<file path="config.mk">
export PLATFORM = sky130hd
export DESIGN_NAME = hrs_sequencer
export DESIGN_NICKNAME = d
export VERILOG_FILES = /design/src/design/hrs_pkg.sv /design/src/design/hrs_sequencer.sv
export SDC_FILE = /design/constraint.sdc
export NUM_CORES = 1
export LEC_CHECK = 0
export BUFFER_PORTS_ARGS = -buffer_cell sky130_fd_sc_hd__buf_2
export CORE_ASPECT_RATIO = 0.9
export CORE_MARGIN = 3
export CORE_UTILIZATION = 50
export DETAILED_ROUTE_END_ITERATION = 16
export PLACE_DENSITY = 0.76
export SETUP_SLACK_MARGIN = 0.2
export SYNTH_ARGS = -nofsm -noshare
export SYNTH_HDL_FRONTEND = slang
export SYNTH_SLANG_ARGS = --single-unit
</file>
<file path="constraint.sdc">
create_clock -name clk_sys -period 1.8 [get_ports clk_sys]
set_input_delay 0.27 -clock clk_sys [delete_from_list [all_inputs] [get_ports clk_sys]]
set_output_delay 0.27 -clock clk_sys [all_outputs]
set_load 0.01 [all_outputs]
</file>
<file path="src/design/hrs_pkg.sv">
package hrs_pkg;
  // Clock rate and derived cycle scale
  localparam int unsigned CLK_HZ = 20_000_000;
  localparam int unsigned CLK_MHZ = CLK_HZ / 1_000_000;
  // Counter width, enough for the longest load limit
  localparam int unsigned CNT_W = 23;
  // Times in their natural units
  localparam int unsigned T_RECOVER_US = 500;
  localparam int unsigned T_SETTLE_NS = 2000;
  localparam int unsigned T_STRAP_HOLD_NS = 1400;
  localparam int unsigned T_STRAP_SETUP_PS = 16700;
  localparam int unsigned T_ATTACH_MS = 100;
  localparam int unsigned T_EEPROM_US = 99500;
  localparam int unsigned T_SMBUS_MS = 300;
  localparam int unsigned T_REQ_MS = 5;
  // Longest times round down to whole cycles
  localparam int unsigned RECOVER_CYC = T_RECOVER_US * CLK_MHZ;
  localparam int unsigned SETTLE_CYC = T_SETTLE_NS * CLK_MHZ / 1000;
  localparam int unsigned STRAP_HOLD_CYC = T_STRAP_HOLD_NS * CLK_MHZ / 1000;
  localparam int unsigned ATTACH_CYC = T_ATTACH_MS * 1000 * CLK_MHZ;
  localparam int unsigned EEPROM_CYC = T_EEPROM_US * CLK_MHZ;
  localparam int unsigned SMBUS_CYC = T_SMBUS_MS * 1000 * CLK_MHZ;
  localparam int unsigned REQ_CYC = T_REQ_MS * 1000 * CLK_MHZ;
  // Least time rounds up, never below one cycle
  localparam int unsigned STRAP_SETUP_RAW = (T_STRAP_SETUP_PS * CLK_MHZ + 999_999) / 1_000_000;
  localparam int unsigned STRAP_SETUP_CYC = (STRAP_SETUP_RAW < 1) ? 1 : STRAP_SETUP_RAW;
  // Configuration source selection
  localparam logic [1:0] MODE_STRAP = 2'h0;
  localparam logic [1:0] MODE_EEPROM = 2'h1;
  localparam logic [1:0] MODE_SMBUS = 2'h2;
  // Reset values
  localparam logic [6:0] ADDR_DEFAULT = 7'h00;
  localparam logic [3:0] PORTS_OFF = 4'h0;
  localparam logic [CNT_W-1:0] CNT_ZERO = 23'h000000;
  localparam logic [CNT_W-1:0] CNT_ONE = 23'h000001;
  // Start-up sequencer states
  typedef enum logic [1:0] {
    ST_RECOVER = 2'b00,
    ST_LOAD = 2'b01,
    ST_ATTACH = 2'b10,
    ST_RUN = 2'b11
  } hrs_state_t;
endpackage

</file>
<file path="src/design/hrs_sequencer.sv">
`timescale 1ns/1ns
module hrs_sequencer #(
  parameter logic [hrs_pkg::CNT_W-1:0] RECOVER_LIMIT = hrs_pkg::CNT_W'(hrs_pkg::RECOVER_CYC),
  parameter logic [hrs_pkg::CNT_W-1:0] EEPROM_LIMIT = hrs_pkg::CNT_W'(hrs_pkg::EEPROM_CYC),
  parameter logic [hrs_pkg::CNT_W-1:0] SMBUS_LIMIT = hrs_pkg::CNT_W'(hrs_pkg::SMBUS_CYC),
  parameter logic [hrs_pkg::CNT_W-1:0] REQ_LIMIT = hrs_pkg::CNT_W'(hrs_pkg::REQ_CYC)
) (
  input wire logic clk_sys,
  input wire logic rst_n,
  input wire logic [1:0] cfg_mode,
  input wire logic self_powered,
  input wire logic pll_locked,
  input wire logic cfg_load_done,
  input wire logic usb_bus_reset,
  input wire logic usb_suspend,
  input wire logic set_addr_valid,
  input wire logic [6:0] set_addr_value,
  input wire logic set_config_valid,
  input wire logic set_config_value,
  input wire logic [3:0] port_power_req,
  input wire logic [3:0] port_reset_req,
  input wire logic [3:0] led_on,
  input wire logic [3:0] strap_indicator_pins_i,
  input wire logic req_start,
  input wire logic req_done,
  output logic osc_enable,
  output logic pll_enable,
  output logic phy_enable,
  output logic operational,
  output logic cfg_load_req,
  output logic cfg_from_eeprom,
  output logic cfg_load_timeout,
  output logic usb_attach,
  output logic xact_enable,
  output logic [6:0] dev_addr,
  output logic configured,
  output logic [3:0] port_power_enable,
  output logic [3:0] port_enable,
  output logic [3:0] port_reset,
  output logic tt_flush,
  output logic suspended,
  output logic [3:0] strap_cfg,
  output logic [3:0] strap_indicator_pins_o,
  output logic [3:0] strap_indicator_pins_oe,
  output logic req_timeout
);
  import hrs_pkg::*;

  ////////////////////////////////////////////////////////////////////////////
  // State record
  typedef struct packed {
    hrs_state_t st;
    logic [CNT_W-1:0] cnt;
    logic strap_taken;
    logic [3:0] strap;
    logic osc_en;
    logic pll_en;
    logic phy_en;
    logic oper;
    logic load_req;
    logic from_eeprom;
    logic load_to;
    logic attach;
    logic xact_en;
    logic [6:0] addr;
    logic cfgd;
    logic [3:0] pwr;
    logic [3:0] pen;
    logic [3:0] prst;
    logic flush;
    logic susp;
    logic [3:0] led_out;
    logic [3:0] led_oe;
    logic req_busy;
    logic [CNT_W-1:0] req_cnt;
    logic req_to;
  } hrs_regs_t;

  hrs_regs_t s_q;
  hrs_regs_t s_d;
  logic [3:0] led_lvl;
  logic [CNT_W-1:0] load_limit;
  logic load_bounded;

  // Strap high means active-low LED, so the idle level follows the strap
  genvar gi;
  generate
    for (gi = 0; gi < 4; gi++) begin : g_led
      assign led_lvl[gi] = s_q.strap[gi] ? ~led_on[gi] : led_on[gi];
    end
  endgenerate

  // Load limit depends on source; self-powered SMBus waits without bound
  // limits
  assign load_limit = (cfg_mode == MODE_EEPROM) ? EEPROM_LIMIT : SMBUS_LIMIT;
  assign load_bounded = (cfg_mode == MODE_EEPROM) || !self_powered;

  ////////////////////////////////////////////////////////////////////////////
  // Next state
  always_comb begin
    s_d = s_q;
    s_d.flush = 1'b0;
    s_d.req_to = 1'b0;
    s_d.osc_en = 1'b1;
    s_d.pll_en = 1'b1;
    unique case (s_q.st)
      ST_RECOVER: begin
        if (!s_q.strap_taken) begin
          s_d.strap = strap_indicator_pins_i;
          s_d.strap_taken = 1'b1;
        end
        if (pll_locked) begin
          s_d.cnt = s_q.cnt + CNT_ONE;
        end
        if (pll_locked && s_q.cnt == CNT_W'(SETTLE_CYC - 1)) begin
          s_d.phy_en = 1'b1;
          s_d.led_oe = 4'hf;
        end
        if (pll_locked && s_q.cnt == RECOVER_LIMIT - CNT_ONE) begin
          s_d.oper = 1'b1;
          s_d.cnt = CNT_ZERO;
          s_d.from_eeprom = (cfg_mode == MODE_EEPROM);
          if (cfg_mode == MODE_STRAP) begin
            s_d.st = ST_ATTACH;
          end else begin
            s_d.st = ST_LOAD;
            s_d.load_req = 1'b1;
          end
        end
      end
      ST_LOAD: begin
        if (pll_locked) begin
          s_d.cnt = s_q.cnt + CNT_ONE;
        end
        if (cfg_load_done) begin
          s_d.load_req = 1'b0;
          s_d.st = ST_ATTACH;
        end else if (load_bounded && pll_locked && s_q.cnt == load_limit - CNT_ONE) begin
          // Stuck source: fall back to ROM defaults rather than hang
          s_d.load_req = 1'b0;
          s_d.load_to = 1'b1;
          s_d.from_eeprom = 1'b0;
          s_d.st = ST_ATTACH;
        end
      end
      ST_ATTACH: begin
        s_d.attach = 1'b1;
        s_d.xact_en = 1'b1;
        s_d.st = ST_RUN;
      end
      ST_RUN: begin
        if (set_addr_valid) begin
          s_d.addr = set_addr_value;
        end
        if (set_config_valid) begin
          s_d.cfgd = set_config_value;
        end
        s_d.pwr = s_q.cfgd ? port_power_req : PORTS_OFF;
        s_d.susp = usb_suspend;
        if (s_q.req_busy) begin
          s_d.req_cnt = s_q.req_cnt + CNT_ONE;
          if (req_done) begin
            s_d.req_busy = 1'b0;
          end else if (s_q.req_cnt == REQ_LIMIT - CNT_ONE) begin
            s_d.req_busy = 1'b0;
            s_d.req_to = 1'b1;
          end
        end else if (req_start) begin
          s_d.req_busy = 1'b1;
          s_d.req_cnt = CNT_ZERO;
        end
        if (usb_bus_reset) begin
          s_d.addr = ADDR_DEFAULT;
          s_d.cfgd = 1'b0;
          s_d.pwr = PORTS_OFF;
          s_d.flush = 1'b1;
          s_d.susp = 1'b0;
          s_d.req_busy = 1'b0;
        end
      end
    endcase
    s_d.pen = s_d.pwr;
    s_d.prst = port_reset_req & s_d.pen;
    s_d.led_out = led_lvl;
  end

  ////////////////////////////////////////////////////////////////////////////
  // State register; reset drops everything to constants
  // reset defaults
  always_ff @(posedge clk_sys or negedge rst_n) begin
    if (!rst_n) begin
      s_q <= '0;
    end else begin
      s_q <= s_d;
    end
  end

  // Outputs straight from the state record
  assign osc_enable = s_q.osc_en;
  assign pll_enable = s_q.pll_en;
  assign phy_enable = s_q.phy_en;
  assign operational = s_q.oper;
  assign cfg_load_req = s_q.load_req;
  assign cfg_from_eeprom = s_q.from_eeprom;
  assign cfg_load_timeout = s_q.load_to;
  assign usb_attach = s_q.attach;
  assign xact_enable = s_q.xact_en;
  assign dev_addr = s_q.addr;
  assign configured = s_q.cfgd;
  assign port_power_enable = s_q.pwr;
  assign port_enable = s_q.pen;
  assign port_reset = s_q.prst;
  assign tt_flush = s_q.flush;
  assign suspended = s_q.susp;
  assign strap_cfg = s_q.strap;
  assign strap_indicator_pins_o = s_q.led_out;
  assign strap_indicator_pins_oe = s_q.led_oe;
  assign req_timeout = s_q.req_to;
endmodule

</file>
==> impl_metrics.ini <==
[outcome]
status = finished with violations
violations = negative setup slack

[timing]
rsz0062_at_grt = true
hold_viol_final = 0
timing.hold.ws_ns = 0.0794
max_clock_freq_mhz = 500
min_period_over_period = 1.11
layout_setup_ws_ns = -0.201
skew_ns = 0.0106
period_needed_ns = 2.00
setup_tns_ns = -1.36
setup_viol = 14
slew_viol_final = 0

[global_routing]
grt_pass1_wl_microns = 16400
grt_overflow = 0
grt_usage = 0.216
grt_pass1_vias = 3547
antenna_found_initial = 0
grt_max_degree = 34

[cts]
root_buffer = clkbuf_8
cts_tree = built
htreeDepth = 3
clk_pin_slew_ns = 0.09
clk_path_buf_depth = 2
worst_skew_pair.late_latency_ns = 0.36
numCtsBuffers = 9
clock_sinks = 84

[route]
antenna_left = 0
drcViolationCount = 0
totalWireLength_microns = 10700
dr.pass1.iters = 4
vias = 3547
viasPerCell = 5.47
wl_per_cell_microns = 16.5
drt_iter0_drc = 124

[synthesis]
synthTopCellsByArea = dfrtp_1 (50%), buf_4 (5.9%), xor2_1 (4.6%)
synth.top_cell.area_share = 0.497
synth.yosys.seq_area_share = 0.497
syn_nets = 466
yosys_warnings = 0
synth_ff_type = dfrtp_1
synth_top_area_cell = dfrtp_1
async_flop_share = 1.00
syn_area_per_cell_sq_um = 10.0
yosys_register_bits = 84
synth_edf_count = 0
syn_inst = 423
synth.distinct_cells = 51
synth.cell_area_sq_um = 4230

[layout]
fill_cells = 538
final_common_cell = dfrtp_1
final_cell_mix = dfrtp_1 (83), buf_2 (79), buf_4 (55)
ff_latch_area_sq_um = 2100
multi_input_area_sq_um = 2290
area_growth_pct = 39.0
antenna_cells = 0
finalNetCount = 587
drive_above_1_share = 0.472

[place]
portBuffers = 80
routabilityCongestion = 0.916
dpl.hpwl_microns = 6610
post-place-ws_ns = -0.135

[critical_path]
r2r_start = s_q[88]
end_kind = register
r2r_end = cfg_from_eeprom
r2r_slack_ns = -0.20
critical_path_required_ns = 2.04
reg2reg_depth = 6
crit_fanout = 3
worstPathArrival_ns = 2.25
critPathLaunchType = register
crit_type = reg -> reg

[die]
start_util = 0.520
core_area_sq_um = 8150
ios = 81
dieArea_sq_um = 9610
rows = 31
die_x_microns = 103
die_y_microns = 93.3

[flow_run]
drv_cap = 0

[worst_hold_path]
hp-class = in -> reg
min_from = led_on[3]
hold_depth = 2
min_to = strap_indicator_pins_o[3]

[power_and_ir_drop]
powerDensity_nw_per_um2 = 698
power_mw = 4.11
leakagePower_nw = 2.91
irDropWorstVdd_mv = 0.645
## stage by stage
step,utilization,instances,cell area [sq um]
2_1_floorplan,-,423,4390
3_3_place_gp,0.609,605,4960
3_5_place_dp,0.609,605,4960
4_1_cts,0.682,634,5550
5_1_grt,0.723,648,5890
6_report,0.723,648,5890
## state kept, by name, summed over array words and instances, names as in the netlist, 4 cells and up
register,flops
strap_cfg,4
strap_indicator_pins_o,4
dev_addr,7
port_reset,4
port_enable,4
s_q,50
## per-layer routing
layer  GRT usage  vias up  share of wire
met5           0        -              0
met4      0.0744        0          0.011
met3      0.0485       11          0.046
met2       0.358      104           0.52
met1       0.278     1764           0.42
li1            -     1668              -
## Yosys cell counts (3+ instances only)
master,number
or3_1,5
dfrtp_1,84
a21oi_1,3
o22ai_1,10
o21ai_0,13
nand2_1,25
buf_4,33
and2_1,9
nand4b_1,3
ha_1,6
nor4_1,5
and4_1,3
and3_1,6
or4_1,4
xor2_1,22
nand3_1,21
nor3b_1,3
nor3_1,17
nand4_1,12
or2_2,3
mux2_2,5
clkbuf_1,8
xnor2_1,21
nand2b_1,6
nor2_1,34
inv_1,24
nor2b_1,5
a2bb2oi_1,7
## cell families (layout without fill, tap and decap cells)
| group | Yosys count | count (layout) | share of synthesized area |
|---|---|---|---|
| flip-flops | 84 | 84 | 0.497 |
| other | 1 | 1 | 0.000886 |
| XOR/XNOR | 43 | 43 | 0.0890 |
| multiplexers | 7 | 7 | 0.0183 |
| AO/OA/AOI/OAI | 44 | 44 | 0.0709 |
| AND/OR/NAND/NOR | 169 | 169 | 0.215 |
| adder cells (fa/ha/maj) | 6 | 6 | 0.0177 |
| buffers and inverters | 69 | 195 | 0.0913 |
## critical path, cell delays in order, from the launching register on
cell	delay, ns
dfrtp_1	0.39
or4_4	0.54
nor3_4	0.25
buf_6	0.15
nand3_2	0.07
mux2_4	0.31
a32o_1	0.20
## cell type report
type                       instances  share of cell area
clock buffer                      10              0.0234
clock inverter                     6              0.0119
inverter                          24              0.0166
multi-input combinational        270               0.389
sequential                        84               0.357
tap                               99              0.0210
timing repair buffer             155               0.181
## report_power, final
group | internal (mW) | switching (mW)
clock | 0.692 | 0.721
sequential | 1.97 | 0.0568
combinational | 0.321 | 0.340
## worst max path at each step
stage            start  cells after the start              end
5_1_grt        s_q[88]                      6  cfg_from_eeprom
3_3_place_gp   s_q[90]                      5  cfg_from_eeprom
2_1_floorplan  s_q[90]                      5  cfg_from_eeprom
6_report       s_q[88]                      6  cfg_from_eeprom
4_1_cts        s_q[73]                      5  cfg_from_eeprom
3_5_place_dp   s_q[90]                      5          s_q[79]
## timing repair
item,4_1_cts,5_1_grt
endpoints found under the setup margin,46,56
endpoints found under the hold margin,31,0
pin swaps,35,35
hold buffers,1,0
resized for setup,61,45
buffers inserted,12,14
Power figures use the tool's default switching activity.
